--- config.mk ---
export PLATFORM = sky130hd
export DESIGN_NAME = synth_channel_config
export DESIGN_NICKNAME = d
export VERILOG_FILES = /design/src/hdl/synth_pkg.sv /design/src/hdl/channel_freq_calc.sv /design/src/hdl/synth_channel_config.sv
export SDC_FILE = /design/constraint.sdc
export NUM_CORES = 1
export LEC_CHECK = 0
export BUFFER_PORTS_ARGS = -buffer_cell sky130_fd_sc_hd__clkbuf_2
export CAP_MARGIN = 20
export CELL_PAD_IN_SITES_DETAIL_PLACEMENT = 0
export CELL_PAD_IN_SITES_GLOBAL_PLACEMENT = 1
export CORE_AREA = 2 2 226 228
export DETAILED_ROUTE_END_ITERATION = 8
export DIE_AREA = 0 0 228 230
export PLACE_DENSITY = 0.8
export REMOVE_ABC_BUFFERS = 1
export SLEW_MARGIN = 20
export SYNTH_ARGS = -nofsm -noshare
export SYNTH_HDL_FRONTEND = slang
export SYNTH_HIERARCHICAL = 1
export SYNTH_SLANG_ARGS = --single-unit
--- constraint.sdc ---
create_clock -name CLK -period 14.25 [get_ports CLK]
set_input_delay 2.85 -clock CLK [delete_from_list [all_inputs] [get_ports CLK]]
set_output_delay 2.85 -clock CLK [all_outputs]
set_load 0.01 [all_outputs]
--- src/hdl/synth_pkg.sv ---
package synth_pkg;

	// register byte offsets on the wishbone slave
	localparam logic [7:0] OFS_SPACING   = 8'h00;
	localparam logic [7:0] OFS_BASE_LOW  = 8'h04;
	localparam logic [7:0] OFS_BASE_HIGH = 8'h08;
	localparam logic [7:0] OFS_CHAN_LOW  = 8'h0c;
	localparam logic [7:0] OFS_MODE      = 8'h10;
	localparam logic [7:0] OFS_PLL_STAT  = 8'h14;
	localparam logic [7:0] OFS_FREQ      = 8'h18;

	// reset values of the channel registers
	localparam logic [7:0] RST_SPACING   = 8'h08;
	localparam logic [7:0] RST_BASE_LOW  = 8'hf8;
	localparam logic [7:0] RST_BASE_HIGH = 8'h8c;
	localparam logic [7:0] RST_CHAN_LOW  = 8'h00;
	localparam logic [7:0] RST_MODE      = 8'h00;

	// channel mode register fields
	localparam int SCHEME_MSB = 7;
	localparam int SCHEME_LSB = 6;
	localparam int CNH_BIT    = 0;
	localparam logic [7:0] MODE_WMASK = 8'hc1;

	// pll status register fields
	localparam int STAT_ENABLE_BIT = 0;
	localparam int STAT_LOCK_BIT   = 1;
	localparam int STAT_BUSY_BIT   = 2;

	// channel schemes
	localparam logic [1:0] SCHEME_IEEE  = 2'h0;
	localparam logic [1:0] SCHEME_FINE1 = 2'h1;
	localparam logic [1:0] SCHEME_FINE2 = 2'h2;
	localparam logic [1:0] SCHEME_FINE3 = 2'h3;

	// transceiver state codes on the state input
	localparam logic [1:0] transceiver_off_state  = 2'h0;
	localparam logic [1:0] transmit_prepare_state = 2'h1;
	localparam logic [1:0] TRX_TX                 = 2'h2;
	localparam logic [1:0] TRX_RX                 = 2'h3;

	// frequency arithmetic, in hz except the fine shift count
	localparam logic [31:0] IEEE_UNIT_HZ  = 32'h000061a8;
	localparam logic [31:0] OFFSET_SUB_HZ = 32'h00000000;
	localparam logic [31:0] OFFSET_24_HZ  = 32'h59682f00;
	localparam logic [31:0] FINE1_BASE_HZ = 32'h16789040;
	localparam logic [31:0] FINE2_BASE_HZ = 32'h2cf12080;
	localparam logic [31:0] FINE3_BASE_HZ = 32'h8d064b80;
	localparam logic [31:0] FINE1_STEP_HZ = 32'h00632ea0;
	localparam logic [31:0] FINE2_STEP_HZ = 32'h00c65d40;
	localparam logic [31:0] FINE3_STEP_HZ = 32'h018cba80;
	localparam int          FINE_SHIFT    = 16;

	// cycles after a tune start before lock is believed
	localparam int TUNE_HOLD_CYCLES = 4;

endpackage

--- src/hdl/channel_freq_calc.sv ---
module channel_freq_calc
	import synth_pkg::*;
#(
	parameter bit SUB_GHZ = 1'b1
) (
	// applied channel settings
	input  wire logic [1:0]  scheme,
	input  wire logic [15:0] base_freq,
	input  wire logic [8:0]  chan_num,
	input  wire logic [7:0]  spacing,
	input  wire logic [23:0] fine_num,
	// resulting carrier frequency in hz
	output logic      [31:0] freq_hz
);

	// base + step * n / 2^16, shared by the three fine schemes
	function automatic logic [31:0] fine_freq(input logic [31:0] base, input logic [31:0] step,
		input logic [23:0] n);
		logic [55:0] prod;
		prod = 56'(step) * 56'(n);
		return base + prod[FINE_SHIFT +: 32];
	endfunction

	logic [17:0] units;
	logic [33:0] ieee_prod;
	logic [31:0] ieee_freq;

	// ieee scheme: (base + n * spacing) * 25khz + band offset
	always_comb begin
		units = {2'h0, base_freq} + 18'(chan_num * spacing);
		ieee_prod = 34'(units) * 34'(IEEE_UNIT_HZ);
		ieee_freq = ieee_prod[31:0] + (SUB_GHZ ? OFFSET_SUB_HZ : OFFSET_24_HZ);
	end

	// scheme selection, the caller has already filtered schemes per band
	always_comb begin
		unique case (scheme)
			SCHEME_IEEE:  freq_hz = ieee_freq;
			SCHEME_FINE1: freq_hz = fine_freq(FINE1_BASE_HZ, FINE1_STEP_HZ, fine_num);
			SCHEME_FINE2: freq_hz = fine_freq(FINE2_BASE_HZ, FINE2_STEP_HZ, fine_num);
			SCHEME_FINE3: freq_hz = fine_freq(FINE3_BASE_HZ, FINE3_STEP_HZ, fine_num);
		endcase
	end

endmodule

--- src/hdl/synth_channel_config.sv ---
// Functional notes
// - synthesizer runs only in prepare, transmit, receive
// - ready interrupt when prepare reached from off
// - tune pll after calibrations on off exit
// - applied channel change in prepare retunes, ready
// - lock loss gives error, relock gives ready
// - each off exit restarts pll settling
// - lock condition readable as status bit
// - only mode write applies channel registers
// - mode zero: (base + n*spacing)*25khz + offset
// - base value is high and low bytes
// - channel number: low register plus high bit
// - spacing is eight bits of 25khz
// - offset zero sub-ghz, 1.5ghz for 2.4ghz
// - mode one: 377mhz plus 6.5mhz*n/65536
// - fine number is high, low, channel bytes
// - mode one ignored on the 2.4ghz synthesizer
// - accepted modes depend on frequency band
// - mode bits 7:6, high channel bit 0
// - lock bit reads one when locked
module synth_channel_config
	import synth_pkg::*;
#(
	parameter bit SUB_GHZ   = 1'b1,
	parameter int TUNE_HOLD = TUNE_HOLD_CYCLES
) (
	// clock and reset
	input  wire logic        CLK,
	input  wire logic        RST_N,
	// wishbone slave
	input  wire logic [7:0]  ADR_I,
	input  wire logic [31:0] DAT_I,
	input  wire logic [3:0]  SEL_I,
	input  wire logic        WE_I,
	input  wire logic        CYC_I,
	input  wire logic        STB_I,
	output logic      [31:0] DAT_O,
	output logic             ACK_O,
	output logic             ERR_O,
	// transceiver state and analog handshakes
	input  wire logic [1:0]  TRX_STATE,
	input  wire logic        CAL_DONE,
	input  wire logic        PLL_LOCK,
	// synthesizer control
	output logic             PLL_ENABLE,
	output logic             PLL_TUNE,
	output logic      [31:0] PLL_FREQ,
	// event pulses
	output logic             SYNTH_READY_IRQ,
	output logic             SYNTH_ERROR_IRQ
);

	typedef enum logic [2:0] {
		PLL_OFF,
		PLL_CAL,
		PLL_TUNING,
		PLL_LOCKED,
		PLL_RELOCK
	} pll_state_t;

	// programmed channel registers
	logic [7:0]  channel_spacing_reg, next_channel_spacing_reg;
	logic [7:0]  base_freq_low_reg, next_base_freq_low_reg;
	logic [7:0]  base_freq_high_reg, next_base_freq_high_reg;
	logic [7:0]  channel_low_reg, next_channel_low_reg;
	logic [7:0]  channel_mode_reg, next_channel_mode_reg;
	// active copy driving the synthesizer
	logic [7:0]  act_spacing, next_act_spacing;
	logic [7:0]  act_base_low, next_act_base_low;
	logic [7:0]  act_base_high, next_act_base_high;
	logic [7:0]  act_chan_low, next_act_chan_low;
	logic [1:0]  act_scheme, next_act_scheme;
	logic        act_cnh, next_act_cnh;
	logic        apply, next_apply;
	// bus answer
	logic [31:0] next_dat_o;
	logic        next_ack_o;
	logic        next_err_o;
	// pll tracking
	pll_state_t  pll_state, next_pll_state;
	logic [7:0]  hold_cnt, next_hold_cnt;
	logic        next_pll_enable;
	logic        next_pll_tune;
	logic        next_ready_irq;
	logic        next_error_irq;
	logic [31:0] next_pll_freq;
	// synchronisers and the calculated frequency
	logic [1:0]  lock_sync;
	logic [1:0]  cal_sync;
	logic        locked;
	logic        cal_done;
	logic [31:0] calc_freq;

	// scheme valid for this band: fine 1/2 sub-ghz only, fine 3 2.4ghz only
	function automatic logic scheme_ok(input logic [1:0] s);
		unique case (s)
			SCHEME_IEEE:  return 1'b1;
			SCHEME_FINE1: return SUB_GHZ;
			SCHEME_FINE2: return SUB_GHZ;
			SCHEME_FINE3: return !SUB_GHZ;
		endcase
	endfunction

	// lock and calibration come from the analog side, two flops each
	always_ff @(posedge CLK or negedge RST_N) begin
		if (!RST_N) begin
			lock_sync <= 2'h0;
			cal_sync  <= 2'h0;
		end else begin
			lock_sync <= {lock_sync[0], PLL_LOCK};
			cal_sync  <= {cal_sync[0], CAL_DONE};
		end
	end
	assign locked   = lock_sync[1];
	assign cal_done = cal_sync[1];

	logic req;
	logic wr;
	logic mapped;
	assign req    = CYC_I && STB_I && !ACK_O && !ERR_O;
	assign wr     = req && WE_I && SEL_I[0];
	assign mapped = ADR_I <= OFS_FREQ && ADR_I[1:0] == 2'h0;

	// register writes and the apply event
	always_comb begin
		next_channel_spacing_reg = channel_spacing_reg;
		next_base_freq_low_reg   = base_freq_low_reg;
		next_base_freq_high_reg  = base_freq_high_reg;
		next_channel_low_reg     = channel_low_reg;
		next_channel_mode_reg    = channel_mode_reg;
		next_act_spacing         = act_spacing;
		next_act_base_low        = act_base_low;
		next_act_base_high       = act_base_high;
		next_act_chan_low        = act_chan_low;
		next_act_scheme          = act_scheme;
		next_act_cnh             = act_cnh;
		next_apply               = 1'b0;
		if (wr) begin
			unique case (ADR_I)
				OFS_SPACING:   next_channel_spacing_reg = DAT_I[7:0];
				OFS_BASE_LOW:  next_base_freq_low_reg = DAT_I[7:0];
				OFS_BASE_HIGH: next_base_freq_high_reg = DAT_I[7:0];
				OFS_CHAN_LOW:  next_channel_low_reg = DAT_I[7:0];
				OFS_MODE: begin
					next_channel_mode_reg = DAT_I[7:0] & MODE_WMASK;
					// a scheme the band cannot use leaves the running channel alone
					if (scheme_ok(DAT_I[SCHEME_MSB:SCHEME_LSB])) begin
						next_act_spacing   = channel_spacing_reg;
						next_act_base_low  = base_freq_low_reg;
						next_act_base_high = base_freq_high_reg;
						next_act_chan_low  = channel_low_reg;
						next_act_scheme    = DAT_I[SCHEME_MSB:SCHEME_LSB];
						next_act_cnh       = DAT_I[CNH_BIT];
						next_apply         = 1'b1;
					end
				end
				default: ;
			endcase
		end
	end

	always_ff @(posedge CLK or negedge RST_N) begin
		if (!RST_N) begin
			channel_spacing_reg <= RST_SPACING;
			base_freq_low_reg   <= RST_BASE_LOW;
			base_freq_high_reg  <= RST_BASE_HIGH;
			channel_low_reg     <= RST_CHAN_LOW;
			channel_mode_reg    <= RST_MODE;
			act_spacing         <= RST_SPACING;
			act_base_low        <= RST_BASE_LOW;
			act_base_high       <= RST_BASE_HIGH;
			act_chan_low        <= RST_CHAN_LOW;
			act_scheme          <= RST_MODE[SCHEME_MSB:SCHEME_LSB];
			act_cnh             <= RST_MODE[CNH_BIT];
			apply               <= 1'b0;
		end else begin
			channel_spacing_reg <= next_channel_spacing_reg;
			base_freq_low_reg   <= next_base_freq_low_reg;
			base_freq_high_reg  <= next_base_freq_high_reg;
			channel_low_reg     <= next_channel_low_reg;
			channel_mode_reg    <= next_channel_mode_reg;
			act_spacing         <= next_act_spacing;
			act_base_low        <= next_act_base_low;
			act_base_high       <= next_act_base_high;
			act_chan_low        <= next_act_chan_low;
			act_scheme          <= next_act_scheme;
			act_cnh             <= next_act_cnh;
			apply               <= next_apply;
		end
	end

	// bus answer one cycle after the request, err for holes in the map
	always_comb begin
		next_ack_o = req && mapped;
		next_err_o = req && !mapped;
		next_dat_o = 32'h0;
		if (req && !WE_I) begin
			unique case (ADR_I)
				OFS_SPACING:   next_dat_o = {24'h0, channel_spacing_reg};
				OFS_BASE_LOW:  next_dat_o = {24'h0, base_freq_low_reg};
				OFS_BASE_HIGH: next_dat_o = {24'h0, base_freq_high_reg};
				OFS_CHAN_LOW:  next_dat_o = {24'h0, channel_low_reg};
				OFS_MODE:      next_dat_o = {24'h0, channel_mode_reg};
				OFS_PLL_STAT: begin
					next_dat_o[STAT_ENABLE_BIT] = PLL_ENABLE;
					next_dat_o[STAT_LOCK_BIT]   = locked;
					next_dat_o[STAT_BUSY_BIT]   = pll_state != PLL_LOCKED && pll_state != PLL_OFF;
				end
				OFS_FREQ:      next_dat_o = PLL_FREQ;
				default: ;
			endcase
		end
	end

	always_ff @(posedge CLK or negedge RST_N) begin
		if (!RST_N) begin
			DAT_O <= 32'h0;
			ACK_O <= 1'b0;
			ERR_O <= 1'b0;
		end else begin
			DAT_O <= next_dat_o;
			ACK_O <= next_ack_o;
			ERR_O <= next_err_o;
		end
	end

	// frequency of the active copy only; programmed registers never reach it
	channel_freq_calc #(
		.SUB_GHZ (SUB_GHZ)
	) u_calc (
		.scheme    (act_scheme),
		.base_freq ({act_base_high, act_base_low}),
		.chan_num  ({act_cnh, act_chan_low}),
		.spacing   (act_spacing),
		.fine_num  ({act_base_high, act_base_low, act_chan_low}),
		.freq_hz   (calc_freq)
	);

	// pll tracking; a tune start hides lock for a few cycles so a stale lock is not trusted
	always_comb begin
		next_pll_state  = pll_state;
		next_hold_cnt   = hold_cnt == 8'h0 ? 8'h0 : hold_cnt - 8'h1;
		next_pll_tune   = 1'b0;
		next_ready_irq  = 1'b0;
		next_error_irq  = 1'b0;
		next_pll_freq   = calc_freq;
		if (TRX_STATE == transceiver_off_state) begin
			next_pll_state = PLL_OFF;
		end else begin
			unique case (pll_state)
				PLL_OFF: next_pll_state = PLL_CAL;
				PLL_CAL: begin
					if (cal_done) begin
						next_pll_state = PLL_TUNING;
						next_pll_tune  = 1'b1;
						next_hold_cnt  = 8'(TUNE_HOLD);
					end
				end
				PLL_TUNING: begin
					if (apply) begin
						next_pll_tune = 1'b1;
						next_hold_cnt = 8'(TUNE_HOLD);
					end else if (hold_cnt == 8'h0 && locked) begin
						next_pll_state = PLL_LOCKED;
						next_ready_irq = 1'b1;
					end
				end
				PLL_LOCKED: begin
					if (apply) begin
						next_pll_state = PLL_TUNING;
						next_pll_tune  = 1'b1;
						next_hold_cnt  = 8'(TUNE_HOLD);
					end else if (!locked) begin
						next_pll_state = PLL_RELOCK;
						next_error_irq = 1'b1;
					end
				end
				PLL_RELOCK: begin
					if (apply) begin
						next_pll_state = PLL_TUNING;
						next_pll_tune  = 1'b1;
						next_hold_cnt  = 8'(TUNE_HOLD);
					end else if (locked) begin
						next_pll_state = PLL_LOCKED;
						next_ready_irq = 1'b1;
					end
				end
			endcase
		end
		next_pll_enable = next_pll_state != PLL_OFF;
	end

	always_ff @(posedge CLK or negedge RST_N) begin
		if (!RST_N) begin
			pll_state       <= PLL_OFF;
			hold_cnt        <= 8'h0;
			PLL_ENABLE      <= 1'b0;
			PLL_TUNE        <= 1'b0;
			PLL_FREQ        <= 32'h0;
			SYNTH_READY_IRQ <= 1'b0;
			SYNTH_ERROR_IRQ <= 1'b0;
		end else begin
			pll_state       <= next_pll_state;
			hold_cnt        <= next_hold_cnt;
			PLL_ENABLE      <= next_pll_enable;
			PLL_TUNE        <= next_pll_tune;
			PLL_FREQ        <= next_pll_freq;
			SYNTH_READY_IRQ <= next_ready_irq;
			SYNTH_ERROR_IRQ <= next_error_irq;
		end
	end

endmodule

* Word level (Yosys, flattened, before mapping) *
Cells that the tools add are included.

storage, ports and cells
  bits in registers = 156
  output and inout bits = 70
  logic and storage cells = 122

cells by class
  $add $sub $neg = 5
  multipliers = 5
  $lt $le $gt $ge = 1
  equality and inequality tests = 17
  muxes and demuxes = 38
  reductions and logical operators = 32

operators by type and width
  kind                                                                   count
  29-bit one-hot mux with 6 select lines                                 1
  32-bit one-hot mux with 4 select lines                                 1
  18-bit by 24-bit multiplier with 42-bit output, first input constant   2
  18-bit by 24-bit multiplier with 41-bit output, first input constant   1
  29-bit by 31-bit adder with 32-bit output, first input constant        1
  30-bit by 32-bit adder with 32-bit output, first input constant        1
  32-bit adder, first input constant                                     1
  32-bit two-way mux                                                     1
  8-bit two-way mux                                                      4
  18-bit by 12-bit multiplier with 29-bit output, second input constant  1
  8-bit by 5-bit == test with 1-bit output, second input constant        3
  3-bit two-way mux                                                      8
  3-bit one-hot mux with 7 select lines                                  1
  16-bit by 17-bit adder with 18-bit output                              1
  9-bit by 8-bit multiplier with 17-bit output                           1
  1-bit two-way mux                                                      17
  8-bit by 4-bit == test with 1-bit output, second input constant        2
  8-bit logical NOT                                                      2
  8-bit one-hot mux with 2 select lines                                  1
  3-bit one-hot mux with 5 select lines                                  1
  1-bit logical AND                                                      11
  2-bit AND reduction                                                    5
  2-bit == test, second input constant                                   4
  8-bit by 3-bit == test with 1-bit output, second input constant        1
  14 further kinds                                                       26

* Longest topological paths before layout *
  depth in word-level cells = 9
  gate-level depth with buffers = 43
  depth with buffers taken out = 42

* By module *
Netlist, hierarchy kept.

modules (own cells, without submodules)
  module                times used  cells each  area each (µm²)  seq. area each (µm²)
  channel_freq_calc     1           1821        16298.1          0.0
  synth_channel_config  1           408         6065.8           3926.3

* Least setup slack after synthesis *
Ideal clock, no wire load.

  kind = register -> register
  start = reg act_spacing[1]
  end = reg PLL_FREQ[31]
  library setup time = 0.096 ns
  data arrival time = 8.922 ns
  required time = 14.154 ns
  setup slack = 5.233 ns
  stages on the path, launching flop included = 43
  buffers on the path = 1
  cells stage by stage = dfrtp_1 clkbuf_1 and2_1 fa_1 fa_1 inv_1 fa_1 fa_1 inv_1 ha_1 inv_1 nor2_1 nor2_1 o21bai_1 a21oi_1 o21bai_1 a21oi_1 o21bai_1 (+7 left out) fa_1 inv_1 fa_1 inv_1 fa_1 inv_1 ha_1 a21o_1 a211oi_1 o21ai_0 o21a_1 o311ai_0 a21oi_1 o21ai_0 a21oi_1 a31oi_1 nor3_1 a311oi_2

on the way
  cells in the longest elaborated chain, start to end = 4

ends and longest elaborated chain
  element                                         RTL line                     source
  start, declared                                 synth_channel_config.sv:68   logic [7:0] act_spacing, next_act_spacing;
  start signal, assigned                          synth_channel_config.sv:182  act_spacing <= next_act_spacing;
  9-bit by 8-bit multiplier with 17-bit output    channel_freq_calc.sv:30      units = {2'h0, base_freq} + 18'(chan_num * spacing);
  16-bit by 17-bit adder with 18-bit output       channel_freq_calc.sv:30
  18-bit by 12-bit multiplier with 29-bit output  channel_freq_calc.sv:31      ieee_prod = 34'(units) * 34'(IEEE_UNIT_HZ);
  32-bit one-hot mux with 4 select lines          channel_freq_calc.sv:37      unique case (scheme)
  named net calc_freq[31]                         synth_channel_config.sv:92   logic [31:0] calc_freq;
  end signal, assigned                            synth_channel_config.sv:307  PLL_FREQ <= next_pll_freq;
  end, declared                                   synth_channel_config.sv:47   output logic [31:0] PLL_FREQ,

The timed path passes the listed nets, and every way through them passes these cells.
A chain may end at the register's enable or synchronous reset.

* Final worst setup path *
  start = reg act_chan_low[5]
  end = reg PLL_FREQ[31]

on the way
  cells in the longest elaborated chain, start to end = 4
  elaborated cells on any way between the ends = 10

ends and longest elaborated chain
  element                                         RTL line                     source
  start, declared                                 synth_channel_config.sv:71   logic [7:0] act_chan_low, next_act_chan_low;
  start signal, assigned                          synth_channel_config.sv:185  act_chan_low <= next_act_chan_low;
  9-bit by 8-bit multiplier with 17-bit output    channel_freq_calc.sv:30
  16-bit by 17-bit adder with 18-bit output       channel_freq_calc.sv:30
  18-bit by 12-bit multiplier with 29-bit output  channel_freq_calc.sv:31
  32-bit one-hot mux with 4 select lines *        channel_freq_calc.sv:37
  named net calc_freq[31]                         synth_channel_config.sv:92

The timed path passes the listed nets; every way through them passes the cells marked *.

==> summary.txt <==
Run status
  – Status: finished clean

Power
  – Cell Pwr Density: roughly 43 mW/mm2
  – Final Power: roughly 1.0 mW
  – Peak VDD IR: 79.3 uV
  – Leakage: 12.8 nW

Synthesis
  – Post-synthesis cell area: approximately 0.022 mm2
  – Sequential element share of the synthesized area: 0.176
  – Simple-gate portion of the synthesized area: 0.0982
  – #FFs+latches synth: approximately 160
  – Mux contribution to synthesized area: 0.0667
  – Avg Inst Size Synth: 10.0 um2
  – Post-synth top area share: 0.238
  – Compound-gate portion of the synthesized area: 0.0991
  – Post-Syn Instances: ~2200
  – Area contributors post-synth: fa_1 24%, ha_1 18%, dfrtp_1 15%, inv_1 8.8%, xnor2_1 3.0%
  – XOR/XNOR Fraction of Synth Area: 0.0426
  – Commonest cells post-synth: 522 x inv_1, 319 x ha_1, 266 x fa_1
  – Post-Synth Adder-Cell Area: 0.417
  – Most instantiated library cell after synthesis: inv_1
  – Most used DFF post-synth: dfrtp_1
  – Leading area contributor after synthesis: fa_1
  – Synth warnings: 6
  – Largest family of logic cells by synthesized area: adder cells
  – Number of distinct library cells after synthesis: around 120
  – Post-synth EDFFs: 0
  – FFs w/ async S/R, synth: 1.00

Floorplan
  – Rows: slightly above 80
  – Core Area: around 0.050 mm2
  – Initial Util: 0.449
  – Die height: roughly 230 um
  – Die area: approximately 0.052 mm2
  – Ports: 123
  – Die width: 228 um

STA
  – Max Freq: approximately 96 MHz
  – Clock Skews: 0.0152 ns
  – Slew @ Worst Pin: approximately 1.0 ns
  – Fin. max-slew vios: 0
  – Final hold violations: 0
  – Worst Slack Setup Final: between 3 and 4 ns
  – Rel. slew slack: 0.303
  – Crit path time final: 10.39 ns
  – RSZ-0062 raised after global routing: false
  – Final setup fails: 0
  – Setup TNS: 0 ns
  – Crit share post-route: 0.729

Global routing
  – Initial antenna violation count: 0
  – Largest net degree at the start of global routing: 87
  – Global-route wire length before repair: 88.6 mm
  – GRT overflow: 0
  – Vias in the first global route: roughly 16000
  – Total GRT Usage: 0.217

Worst setup path
  – CP peak stage delay: 0.76 ns
  – Startpoint types: register
  – WP buf/inv: 7
  – Data required, critical path: around 15 ns
  – Critical path's slowest cell: dfrtp_1
  – Delay-heaviest family, CP: adder cells
  – Critical-path maximum fanout: 15
  – CP arrival: roughly 11 ns
  – Kind of critical path: register to register
  – Worst Setup End Kind: register

Clock network
  – Post CTS Setup Buffer Count: 0
  – TritonCTS clock tree: built
  – TritonCTS Sinks: around 160
  – H-tree lvl count: 4
  – Clock root cell: clkbuf_16
  – Hold_buf cts: 0
  – Resized cells post-CTS: 0
  – Worst skew pair latency: 0.47 ns
  – Num CTS Buffers: 17
  – Worst-path clk slew: ~0.070 ns
  – CTS Buffer Depth: 2

Final layout
  – Number of fill cells: around 4700
  – Nets: 2937
  – Share of cells above drive strength 1: 0.135
  – Non-Filler Instances: about 3000
  – Antenna cells: 0
  – Biggest regs: DAT_O x32, PLL_FREQ x32
  – Layout area overhead: 7.49%

Detailed routing
  – DRT antenna net count: 0
  – DRC Markers: 0
  – Via count: ~16000
  – Final wirelength: 55.3 mm
  – DRT Pass-1 Iters: 6
  – WL per Instance: 18.5 um
  – Routed vias/inst: between 5 and 6
  – DRT iter0 DRCs: around 840

Placed design
  – Place WS: slightly above 4 ns
  – Placer Congestion: 0.901
  – Port buffer count: between 90 and 100
  – HPWL after DPL: between 40 and 50 mm
  – Inst Count DP: between 2000 and 3000

Job
  – Max-cap violations: 0

Min path
  – Hold/Removal Path Class: register to register
==> layout by cell type (no fill, tap or decap), types with 18 or more instances in the layout <==
| master | instances |
|---|---|
| xor2_1 | 29 |
| fa_1 | 266 |
| nor2_1 | 65 |
| dfstp_2 | 18 |
| xnor2_1 | 76 |
| nand3_1 | 21 |
| mux4_2 | 25 |
| a21oi_1 | 77 |
| clkbuf_2 | 94 |
| nor3_1 | 26 |
| dfrtp_1 | 137 |
| ha_1 | 319 |
| a21o_1 | 25 |
| o21ai_0 | 47 |
| and2_1 | 70 |
| inv_1 | 522 |
| nand2_1 | 108 |
| mux2_2 | 52 |
==> stage by stage <==
| stage | hold slack, ns | utilization | area (um2) |
|---|---|---|---|
| CTS | 0.363 | 0.482 | 24000 |
| detailed placement | 0.339 | 0.470 | 23400 |
| global route | 0.367 | 0.482 | 24000 |
| floorplan | 0.331 | - | 22100 |
| global placement | 0.346 | 0.470 | 23400 |
| finish | 0.357 | 0.482 | 24000 |
==> final cells by class <==
cell class                      instances  area, um2  area share
Inverter                              523       1960      0.0817
Clock inverter                         14        165     0.00687
Tap cell                              672        841      0.0350
Sequential cell                       156       3930       0.163
Clock buffer                           18        439      0.0183
Multi-Input combinational cell       1501      16200       0.673
Timing Repair Buffer                  100        523      0.0218
==> metal layers <==
layer	global-route usage	part of all wire	wire length, um
met1	0.300	0.46	25500
met2	0.350	0.47	26000
met3	0.0372	0.044	2440
met4	0.0645	0.025	1390
met5	0	0	0
==> kinds of logic (layout without fill, tap and decap cells) <==
logic type / count (synthesis) / count (layout)
adder cells (fa/ha/maj): 585 / 585
buffers and inverters: 572 / 655
AND/OR/NAND/NOR: 400 / 400
AO/OA/AOI/OAI: 306 / 306
flip-flops: 156 / 156
XOR/XNOR: 107 / 107
multiplexers: 103 / 103
==> final timing paths <==
check | startpoint | endpoint | slack [ns] | cells past startpoint
setup / recovery | act_chan_low[5]$_DFFE_PN0P_ | PLL_FREQ[31]$_DFF_PN0_ | 3.86 | 41
hold / removal | cal_sync[0]$_DFF_PN0_ | cal_sync[1]$_DFF_PN0_ | 0.36 | 0
setup reg to reg | act_chan_low[5]$_DFFE_PN0P_ | PLL_FREQ[31]$_DFF_PN0_ | 3.86 | 41
hold reg to reg | cal_sync[0]$_DFF_PN0_ | cal_sync[1]$_DFF_PN0_ | 0.36 | 0
max in group asynchronous | RST_N | act_scheme[1]$_DFFE_PN0P_ | 10.64 | 2
min in group asynchronous | RST_N | pll_state[0]$_DFF_PN0_ | 2.40 | 1
==> report_power, final <==
part / switching [mW] / internal [mW] / leakage [nW]
combinational: 0.0509 / 0.0387 / 10.5
clock: 0.213 / 0.255 / 0.295
sequential: 0.0198 / 0.460 / 2.03
Power figures use the tool's default switching activity.
